===== src/sfr_select_pkg.sv =====
// =====================================================
// Shared address register select constants
package sfr_select_pkg;

  // =====================================================
  // Bus geometry
  localparam int          ADDR_W    = 14;
  localparam int          INDEX_W   = 12;
  localparam int          SLOT_W    = 5;
  localparam int          SLOT_COUNT = 24;
  localparam logic [1:0]  RESP_OKAY = 2'h0;

  // =====================================================
  // Register indices, byte address is four times these
  localparam logic [11:0] IDX_WDT_CTRL  = 12'hFC0;
  localparam logic [11:0] IDX_OSC_CTRL  = 12'hFD3;
  localparam logic [11:0] IDX_T1_HIGH   = 12'hFCF;
  localparam logic [11:0] IDX_T1_LOW    = 12'hFCE;
  localparam logic [11:0] IDX_T1_CTRL   = 12'hFCD;
  localparam logic [11:0] IDX_T2_COUNT  = 12'hFCC;
  localparam logic [11:0] IDX_T2_PERIOD = 12'hFCB;
  localparam logic [11:0] IDX_CONV_0    = 12'hFC2;
  localparam logic [11:0] IDX_CONV_1    = 12'hFC1;
  localparam logic [11:0] IDX_T4_PERIOD = 12'hF77;
  localparam logic [11:0] IDX_SSP1_ADDR = 12'hFC8;
  localparam logic [11:0] IDX_SSP2_ADDR = 12'hF6E;
  localparam logic [11:0] IDX_PAR_ADR_H = 12'hF69;
  localparam logic [11:0] IDX_PAR_ADR_L = 12'hF68;
  localparam logic [11:0] IDX_PAR_OUT_H = 12'hF47;
  localparam logic [11:0] IDX_PAR_OUT_L = 12'hF46;

  // =====================================================
  // Watchdog and map control fields
  localparam int          BIT_REG_LP   = 7;
  localparam int          BIT_LV_STAT  = 6;
  localparam int          BIT_MAP_SEL  = 4;
  localparam int          BIT_SW_WDT   = 0;
  localparam logic        WDT_RESET    = 1'b0;
  localparam logic [7:0]  REG_RESET    = 8'h00;

  // =====================================================
  // Storage slots: defaults, alternates, context pairs
  localparam logic [4:0]  SLOT_ALT_BASE = 5'h09;
  localparam logic [4:0]  PAIR_MEM_IF   = 5'h05;
  localparam logic [4:0]  SLOT_SSP1_ADR = 5'h12;
  localparam logic [4:0]  SLOT_SSP1_MSK = 5'h13;
  localparam logic [4:0]  SLOT_SSP2_ADR = 5'h14;
  localparam logic [4:0]  SLOT_SSP2_MSK = 5'h15;
  localparam logic [4:0]  SLOT_PAR_HIGH = 5'h16;
  localparam logic [4:0]  SLOT_PAR_LOW  = 5'h17;

endpackage


===== src/sfr_address_decode.sv =====
`timescale 1ns/1ps
// =====================================================
// Register index to storage slot decoder
module sfr_address_decode #(
  parameter bit LARGE_VARIANT = 1'b1
) (
  // Access
  input  wire logic [11:0] index,
  input  wire logic        map_select,
  input  wire logic [1:0]  mask_mode,
  // Result
  output logic             slot_hit,
  output logic [4:0]       slot,
  output logic             wdt_hit
);

  logic       shared;
  logic [4:0] pair;

  // Shared pair lookup, select picks default or alternate
  always_comb begin
    shared = 1'b1;
    pair   = 5'h00;
    case (index)
      sfr_select_pkg::IDX_OSC_CTRL:  pair = 5'h00;
      sfr_select_pkg::IDX_T1_HIGH:   pair = 5'h01;
      sfr_select_pkg::IDX_T1_LOW:    pair = 5'h02;
      sfr_select_pkg::IDX_T1_CTRL:   pair = 5'h03;
      sfr_select_pkg::IDX_T2_COUNT:  pair = 5'h04;
      sfr_select_pkg::IDX_T2_PERIOD: pair = 5'h05;
      sfr_select_pkg::IDX_CONV_0:    pair = 5'h06;
      sfr_select_pkg::IDX_CONV_1:    pair = 5'h07;
      sfr_select_pkg::IDX_T4_PERIOD: pair = 5'h08;
      default:                       shared = 1'b0;
    endcase
  end

  // Final slot, serial context pairs follow mask mode, parallel pairs share one slot
  always_comb begin
    slot_hit = 1'b1;
    slot     = 5'h00;
    wdt_hit  = (index == sfr_select_pkg::IDX_WDT_CTRL);
    if (shared) begin
      slot = map_select ? sfr_select_pkg::SLOT_ALT_BASE + pair : pair;
      if (map_select && pair == sfr_select_pkg::PAIR_MEM_IF && !LARGE_VARIANT) begin
        slot_hit = 1'b0;
      end
    end else begin
      case (index)
        sfr_select_pkg::IDX_SSP1_ADDR:
          slot = mask_mode[0] ? sfr_select_pkg::SLOT_SSP1_MSK : sfr_select_pkg::SLOT_SSP1_ADR;
        sfr_select_pkg::IDX_SSP2_ADDR:
          slot = mask_mode[1] ? sfr_select_pkg::SLOT_SSP2_MSK : sfr_select_pkg::SLOT_SSP2_ADR;
        sfr_select_pkg::IDX_PAR_ADR_H, sfr_select_pkg::IDX_PAR_OUT_H:
          slot = sfr_select_pkg::SLOT_PAR_HIGH;
        sfr_select_pkg::IDX_PAR_ADR_L, sfr_select_pkg::IDX_PAR_OUT_L:
          slot = sfr_select_pkg::SLOT_PAR_LOW;
        default:
          slot_hit = 1'b0;
      endcase
    end
  end

endmodule


===== src/sfr_register_store.sv =====
`timescale 1ns/1ps
// =====================================================
// Byte storage behind the decoded slots
module sfr_register_store (
  // Clock and reset
  input  wire logic       sys_clk,
  input  wire logic       reset,
  // Write port
  input  wire logic       write_en,
  input  wire logic [4:0] write_slot,
  input  wire logic [7:0] write_data,
  // Read port
  input  wire logic [4:0] read_slot,
  output logic      [7:0] read_data,
  // Parallel port pair
  output logic      [15:0] par_pair
);

  logic [7:0] mem [sfr_select_pkg::SLOT_COUNT];

  // Storage update, one byte per write
  always_ff @(posedge sys_clk or posedge reset) begin
    if (reset) begin
      for (int i = 0; i < sfr_select_pkg::SLOT_COUNT; i++) begin
        mem[i] <= sfr_select_pkg::REG_RESET;
      end
    end else if (write_en) begin
      mem[write_slot] <= write_data;
    end
  end

  // Read and pair taps
  assign read_data = mem[read_slot];
  assign par_pair  = {mem[sfr_select_pkg::SLOT_PAR_HIGH], mem[sfr_select_pkg::SLOT_PAR_LOW]};

endmodule


===== src/shared_address_sfr_select.sv =====
// The implementer's own choices: the placing of the registers and the AXI4-Lite register port.
`timescale 1ns/1ps
// =====================================================
// Functional notes
// - Some single addresses decode to one of two physical registers.
// - Control bit 4 selects alternate (1) or default (0) registers.
// - FD3h, FCFh, FCEh map oscillator and timer1 pairs to alternates.
// - FCDh, FCCh, FCBh map timer1 control and timer2 pairs.
// - FC2h, FC1h, F77h map converter and timer4 period pairs.
// - Alternate memory-interface control exists only in the large variant.
// - Select bit is read/write, resets 0, changes only by software write.
// - Serial slave address or mask is chosen by port mode.
// - Parallel address and output-data pairs are one physical register set.
// - Parallel pair acts as address in master, data in slave mode.
// - Control bits 5 and 3..1 read zero and ignore writes.
// - Control bit 6 is read-only core supply status.
// - Control bit 7 is regulator low-power enable, resets 0.
// - Control bit 0 is software watchdog enable, resets 0.
// - Unimplemented locations read as zero.
module shared_address_sfr_select #(
  parameter bit LARGE_VARIANT = 1'b1
) (
  // Clock and reset
  input  wire logic        sys_clk,
  input  wire logic        reset,
  // Write address channel
  input  wire logic [13:0] awaddr,
  input  wire logic        awvalid,
  output logic             awready,
  // Write data channel
  input  wire logic [31:0] wdata,
  input  wire logic [3:0]  wstrb,
  input  wire logic        wvalid,
  output logic             wready,
  // Write response channel
  output logic [1:0]       bresp,
  output logic             bvalid,
  input  wire logic        bready,
  // Read address channel
  input  wire logic [13:0] araddr,
  input  wire logic        arvalid,
  output logic             arready,
  // Read data channel
  output logic [31:0]      rdata,
  output logic [1:0]       rresp,
  output logic             rvalid,
  input  wire logic        rready,
  // Peripheral context
  input  wire logic [1:0]  serial_port_mask_mode,
  input  wire logic        parallel_port_master_mode,
  input  wire logic        core_supply_ok,
  // Control outputs
  output logic             shared_map_select,
  output logic             regulator_low_power_enable,
  output logic             software_watchdog_enable,
  output logic [15:0]      parallel_port_address,
  output logic [15:0]      parallel_port_output_data
);

  // =====================================================
  // Internal state
  logic [11:0] aw_index;
  logic [11:0] ar_index;
  logic        aw_held;
  logic        w_held;
  logic        ar_held;
  logic [7:0]  w_byte;
  logic        w_lane0;
  logic        supply_meta;
  logic        low_voltage_status;
  logic        do_write;
  logic        do_read;
  logic [11:0] dec_index;
  logic        dec_hit;
  logic [4:0]  dec_slot;
  logic        dec_wdt;
  logic [7:0]  store_rdata;
  logic [15:0] par_pair;
  logic        store_we;
  logic        wdt_we;
  logic [7:0]  wdt_value;
  logic [7:0]  next_read_byte;

  // =====================================================
  // Access sequencing, write wins a tie
  assign do_write  = aw_held && w_held && !bvalid;
  assign do_read   = ar_held && !rvalid && !do_write;
  assign dec_index = do_write ? aw_index : ar_index;
  assign store_we  = do_write && w_lane0 && dec_hit;
  assign wdt_we    = do_write && w_lane0 && dec_wdt;

  // Address decoder shared by read and write
  sfr_address_decode #(
    .LARGE_VARIANT (LARGE_VARIANT)
  ) u_decode (
    .index      (dec_index),
    .map_select (shared_map_select),
    .mask_mode  (serial_port_mask_mode),
    .slot_hit   (dec_hit),
    .slot       (dec_slot),
    .wdt_hit    (dec_wdt)
  );

  // Register storage
  sfr_register_store u_store (
    .sys_clk    (sys_clk),
    .reset      (reset),
    .write_en   (store_we),
    .write_slot (dec_slot),
    .write_data (w_byte),
    .read_slot  (dec_slot),
    .read_data  (store_rdata),
    .par_pair   (par_pair)
  );

  // =====================================================
  // Write address and data capture
  always_ff @(posedge sys_clk or posedge reset) begin
    if (reset) begin
      awready  <= 1'b1;
      aw_held  <= 1'b0;
      aw_index <= 12'h000;
    end else if (awvalid && awready) begin
      awready  <= 1'b0;
      aw_held  <= 1'b1;
      aw_index <= awaddr[13:2];
    end else if (bvalid && bready) begin
      awready  <= 1'b1;
      aw_held  <= 1'b0;
    end
  end

  // Write data holds until the response is taken
  always_ff @(posedge sys_clk or posedge reset) begin
    if (reset) begin
      wready  <= 1'b1;
      w_held  <= 1'b0;
      w_byte  <= 8'h00;
      w_lane0 <= 1'b0;
    end else if (wvalid && wready) begin
      wready  <= 1'b0;
      w_held  <= 1'b1;
      w_byte  <= wdata[7:0];
      w_lane0 <= wstrb[0];
    end else if (bvalid && bready) begin
      wready  <= 1'b1;
      w_held  <= 1'b0;
    end
  end

  // Write response, always OKAY
  always_ff @(posedge sys_clk or posedge reset) begin
    if (reset) begin
      bvalid <= 1'b0;
      bresp  <= sfr_select_pkg::RESP_OKAY;
    end else if (do_write) begin
      bvalid <= 1'b1;
      bresp  <= sfr_select_pkg::RESP_OKAY;
    end else if (bready) begin
      bvalid <= 1'b0;
    end
  end

  // =====================================================
  // Read address capture
  always_ff @(posedge sys_clk or posedge reset) begin
    if (reset) begin
      arready  <= 1'b1;
      ar_held  <= 1'b0;
      ar_index <= 12'h000;
    end else if (arvalid && arready) begin
      arready  <= 1'b0;
      ar_held  <= 1'b1;
      ar_index <= araddr[13:2];
    end else if (do_read) begin
      ar_held  <= 1'b0;
    end else if (rvalid && rready) begin
      arready  <= 1'b1;
    end
  end

  // Read byte selection
  always_comb begin
    next_read_byte = 8'h00;
    if (dec_wdt) begin
      next_read_byte = wdt_value;
    end else if (dec_hit) begin
      next_read_byte = store_rdata;
    end
  end

  // Read data, upper bytes zero
  always_ff @(posedge sys_clk or posedge reset) begin
    if (reset) begin
      rvalid <= 1'b0;
      rdata  <= 32'h00000000;
      rresp  <= sfr_select_pkg::RESP_OKAY;
    end else if (do_read) begin
      rvalid <= 1'b1;
      rdata  <= {24'h000000, next_read_byte};
      rresp  <= sfr_select_pkg::RESP_OKAY;
    end else if (rready) begin
      rvalid <= 1'b0;
    end
  end

  // =====================================================
  // Watchdog and map control register
  always_ff @(posedge sys_clk or posedge reset) begin
    if (reset) begin
      shared_map_select          <= sfr_select_pkg::WDT_RESET;
      regulator_low_power_enable <= sfr_select_pkg::WDT_RESET;
      software_watchdog_enable   <= sfr_select_pkg::WDT_RESET;
    end else if (wdt_we) begin
      shared_map_select          <= w_byte[sfr_select_pkg::BIT_MAP_SEL];
      regulator_low_power_enable <= w_byte[sfr_select_pkg::BIT_REG_LP];
      software_watchdog_enable   <= w_byte[sfr_select_pkg::BIT_SW_WDT];
    end
  end

  // Readback with unimplemented bits zero
  always_comb begin
    wdt_value = 8'h00;
    wdt_value[sfr_select_pkg::BIT_REG_LP]  = regulator_low_power_enable;
    wdt_value[sfr_select_pkg::BIT_LV_STAT] = low_voltage_status;
    wdt_value[sfr_select_pkg::BIT_MAP_SEL] = shared_map_select;
    wdt_value[sfr_select_pkg::BIT_SW_WDT]  = software_watchdog_enable;
  end

  // Supply status pin synchroniser
  always_ff @(posedge sys_clk or posedge reset) begin
    if (reset) begin
      supply_meta        <= 1'b0;
      low_voltage_status <= 1'b0;
    end else begin
      supply_meta        <= core_supply_ok;
      low_voltage_status <= supply_meta;
    end
  end

  // =====================================================
  // Parallel port pair routed by port mode
  always_ff @(posedge sys_clk or posedge reset) begin
    if (reset) begin
      parallel_port_address     <= 16'h0000;
      parallel_port_output_data <= 16'h0000;
    end else if (parallel_port_master_mode) begin
      parallel_port_address     <= par_pair;
      parallel_port_output_data <= 16'h0000;
    end else begin
      parallel_port_address     <= 16'h0000;
      parallel_port_output_data <= par_pair;
    end
  end
endmodule


===== config.mk =====
export PLATFORM = sky130hd
export DESIGN_NAME = shared_address_sfr_select
export DESIGN_NICKNAME = d
export VERILOG_FILES = /design/src/sfr_select_pkg.sv /design/src/sfr_address_decode.sv /design/src/sfr_register_store.sv /design/src/shared_address_sfr_select.sv
export SDC_FILE = /design/constraint.sdc
export NUM_CORES = 1
export LEC_CHECK = 0
export ABC_AREA = 1
export BUFFER_PORTS_ARGS = -buffer_cell sky130_fd_sc_hd__buf_2
export CORE_MARGIN = 3
export CORE_UTILIZATION = 25
export DETAILED_ROUTE_END_ITERATION = 8
export HOLD_SLACK_MARGIN = 0.15
export PLACE_DENSITY_LB_ADDON = 0.1
export SLEW_MARGIN = 20
export SYNTH_ARGS = -nofsm -noshare
export SYNTH_HDL_FRONTEND = slang
export SYNTH_SLANG_ARGS = --single-unit

===== constraint.sdc =====
create_clock -name sys_clk -period 15.14 [get_ports sys_clk]
set_input_delay 0 -clock sys_clk [delete_from_list [all_inputs] [get_ports sys_clk]]
set_output_delay 0 -clock sys_clk [all_outputs]
set_load 0.01 [all_outputs]

==> summary.md <==
| Metric | Value |
|---|---|
| Hold EP | w_held |
| Reg power frac | 39.1% |
| Crit-path slowest cell | nand2_1 |
| Routed Wire Length | 42,480 microns |
| Critical Path AT | 5510 ps |
| Share of cells above drive strength 1 | 13.64% |
| Reg2reg end | rdata[6] |
| Synth Instances | 1,732 |
| Antenna cells | 0 |
| Number of port buffers | 91 |
| DR pass1 iterations | 5 |
| Top-count cell post-synth | nand2_1 |
| Syn avg cell area | 7.935 sq um |
| Min Tclk post-route | 5046 ps |
| Part of the power in the clock network | 39.3% |
| Endpoints failing hold | 0 |
| CP Class | reg2reg |
| Chip width | 240.5 microns |
| P&R area growth vs syn | 17.68% |
| Register area share after synthesis | 50.65% |
| Placed cell areas | 14,600 sq um |
| Min-delay src | wvalid |
| Per-cell routed wire length | 16.70 microns |
| Slew headroom | 31.03% |
| CP Capture Type | flip-flop |
| Top cell type's share of synthesized area | 50.07% |
| Most frequent CP cell | nand2_1 |
| Antenna violations before repair | 0 |
| Ys flop type | dfrtp_1 |
| Via density | 4.394 |
| RSZ-0062 raised after global routing | false |
| P_int | 1.436 mW |
| H-tree depth | 2 |
| Slew @ Worst Pin | 1028 ps |
| Core Region | 54,130 sq um |
| GPL Wtd Cong | 0.7949 |
| Number of distinct library cells after synthesis | 35 |
| CTS tree | done |
| Largest net degree at the start of global routing | 114 |
| Row count | 85 |
| Die area | 57,820 sq um |
| Crit path from | aw_held |
| I/O pins | 151 |
| Final Max Tran Viols | 0 |
| Ys async rst share | 100.0% |
| Cell taking the most area after synthesis | dfrtp_1 |
| Final ANT Viol Nets | 0 |
| Fillers | 5,889 |
| Hold slack | 144.3 ps |
| All-Layer GR Usage | 15.10% |
| MaxCap Viol Count | 0 |
| Post-synth EDFFs | 0 |
| Final instance area | 16,170 sq um |
| Top area cells in the synthesized netlist | dfrtp_1 (50%), nand2_1 (16%), o21ai_0 (5.8%) |
| R2R Setup Slk | 10,090 ps |
| Dpl cells | 2,439 |
| Non-Filler Instances | 2,544 |
| CP max stage delay | 570 ps |
| Clock root cell | clkbuf_16 |
| Die Y | 240.5 microns |
| Synthesized flop and latch total | 278 |
| # clock sinks | 278 |
| Required time of the critical path | 15,610 ps |
| Power per cell area | 134.1 nW/um^2 |
| Fmax | 198.2 MHz |
| Startpoint types | flip-flop |
| Worst VDD drop | 0.05992 mV |
| Area of the multi-input gates | 5712 sq um |
| DR iter-0 viols | 658 |
| Register area | 6960 sq um |
| Num CTS Buffers | 36 |
| CTS resizes | 0 |
| Hold WC Path Type | in2reg |
| Synth Warn # | 0 |
| Clock-pin slew on the worst setup and hold paths | 60 ps |
| CP Max Fanout | 68 |
| Number of global-route vias before repair | 11,020 |
| Net Switching | 0.7326 mW |
| Initial Utilization | 25.39% |
| WHS Path Cells | 3 |
| Post-synth top cells | nand2_1 (575), dfrtp_1 (275), o21ai_0 (159), inv_1 (125), nor2_1 (117) |
| Nets@finish | 1,897 |
| Final HPWL DP | 26,190 microns |
| Combinational power share | 21.6% |
| Clock skew | 14.27 ps |
| Post-Syn Area | 13,740 sq um |
| Crit path cell chain | nand2_2 -> nor2_4 -> nand4_1 -> nand2_1 -> inv_1 -> o21ai_0 -> nor2_1 -> nand4_1 -> buf_4 -> nand2_4 -> buf_4 -> nand2_1 -> nand2_1 -> nand2_1 -> nand2_1 -> nand2_1 -> nand3_1 -> nor2_1 -> nand2_1 -> a21oi_1 |
| Sw frac | 33.79% |
| Leakage | 8.004 nW |
| R2R depth | 20 |
| Residual DRC | 0 |
| Global-route wire length before repair | 67,250 microns |
| Final worst-path cycle share | 33.33% |
| Outcome | finished, final reports clean |
| CTS Buffer Depth | 3 |
| Crit Reg-Reg Startpoint | aw_held |
| Final setup vio count | 0 |
| Worst skew pair latency | 550 ps |
| Total grt overflow | 0 |
| Via count | 11,180 |
| Setup_tns | 0 ps |
==> layout make-up <==
class | count | share of cell area, %
repair buffers | 146 | 5.988
clock inverters | 11 | 0.5570
well taps | 696 | 5.384
inverters | 129 | 3.040
clock buffers | 54 | 6.676
flip-flops and latches | 278 | 43.04
multi-input cells | 1230 | 35.32
==> state kept, by name (all words and copies together), names as in the netlist, 8 cells and up <==
| signal | count |
|---|---|
| ar_index | 12 |
| aw_index | 12 |
| parallel_port_address | 16 |
| parallel_port_output_data | 16 |
| rdata | 8 |
| u_store.mem | 176 |
| u_store.par_pair | 16 |
| w_byte | 8 |
==> critical path: cells and delay by family (launching register included) <==
family | cells | cell delay (ps)
buffers and inverters | 3 | 1240
AOI/OAI and AO/OA | 2 | 410
DFF | 1 | 490
and+or+nand+nor | 15 | 2730
==> worst max-delay path by stage <==
stage	end	slack, ps	cells past startpoint
floorplan	ar_held	7480	1
global placement	rdata[2]	9950	22
detailed placement	rdata[2]	9990	19
CTS	rdata[2]	9940	19
global route	rdata[5]	9490	19
finish	rdata[6]	10090	20
==> kinds of logic (layout without fill, tap and decap cells) <==
kind of cell	Yosys count	in the layout	share of synthesized area, %
simple gates	843	843	26.59
compound gates	343	343	12.79
flops	278	278	50.65
buf+inv	251	340	8.640
mux	14	14	1.147
fa+ha+maj	1	1	0.09103
other cells	1	28	0.02729
xor+xnor	1	1	0.06374
==> per-layer routing <==
metal / vias to the layer above / global-route usage [%] / part of all wire [%]
met3: 56 / 2.592 / 3.8
li1: 5630 / - / -
met2: 191 / 24.11 / 45
met1: 5302 / 21.28 / 49
met5: - / 0 / 0
met4: 0 / 3.661 / 2.0
==> what timing repair did <==
| item | CTS | global route |
|---|---|---|
| hold buffers | 40 | 0 |
| endpoints found under the hold margin | 184 | 0 |
| buffers inserted | 0 | 0 |
==> cells in the final DEF (no fill, tap or decap), drive strengths merged <==
master	count
a21oi	78
and2	1
buf	106
bufinv	1
clkbuf	54
clkinv	10
clkinvlp	1
conb	28
dfrtp	275
dfstp	3
dlygate4sd3	40
ha	1
inv	128
mux2	14
nand2	611
nand3	47
nand3b	33
nand4	12
nor2	133
nor3	6
o211ai	1
o21ai	263
o221ai	1
xor2	1
==> metrics by stage <==
step	total power [mW]	utilization, %	setup slack [ps]
finish	2.168	29.88	10090
global route	2.297	29.88	9491
CTS	2.214	29.88	9941
detailed placement	1.332	26.98	9992
global placement	1.329	26.98	9953
floorplan	1.148	-	7479
==> power by group through the flow <==
| stage | logic (mW) | clock network, mW | registers, mW |
|---|---|---|---|
| after floorplan | 0.292 | 0 | 0.856 |
| after global placement | 0.471 | 0 | 0.858 |
| after detailed placement | 0.472 | 0 | 0.860 |
| after CTS | 0.482 | 0.885 | 0.847 |
| after global routing | 0.531 | 0.911 | 0.855 |
| final | 0.469 | 0.852 | 0.847 |
No activity file was read; power rests on OpenSTA's default activity.
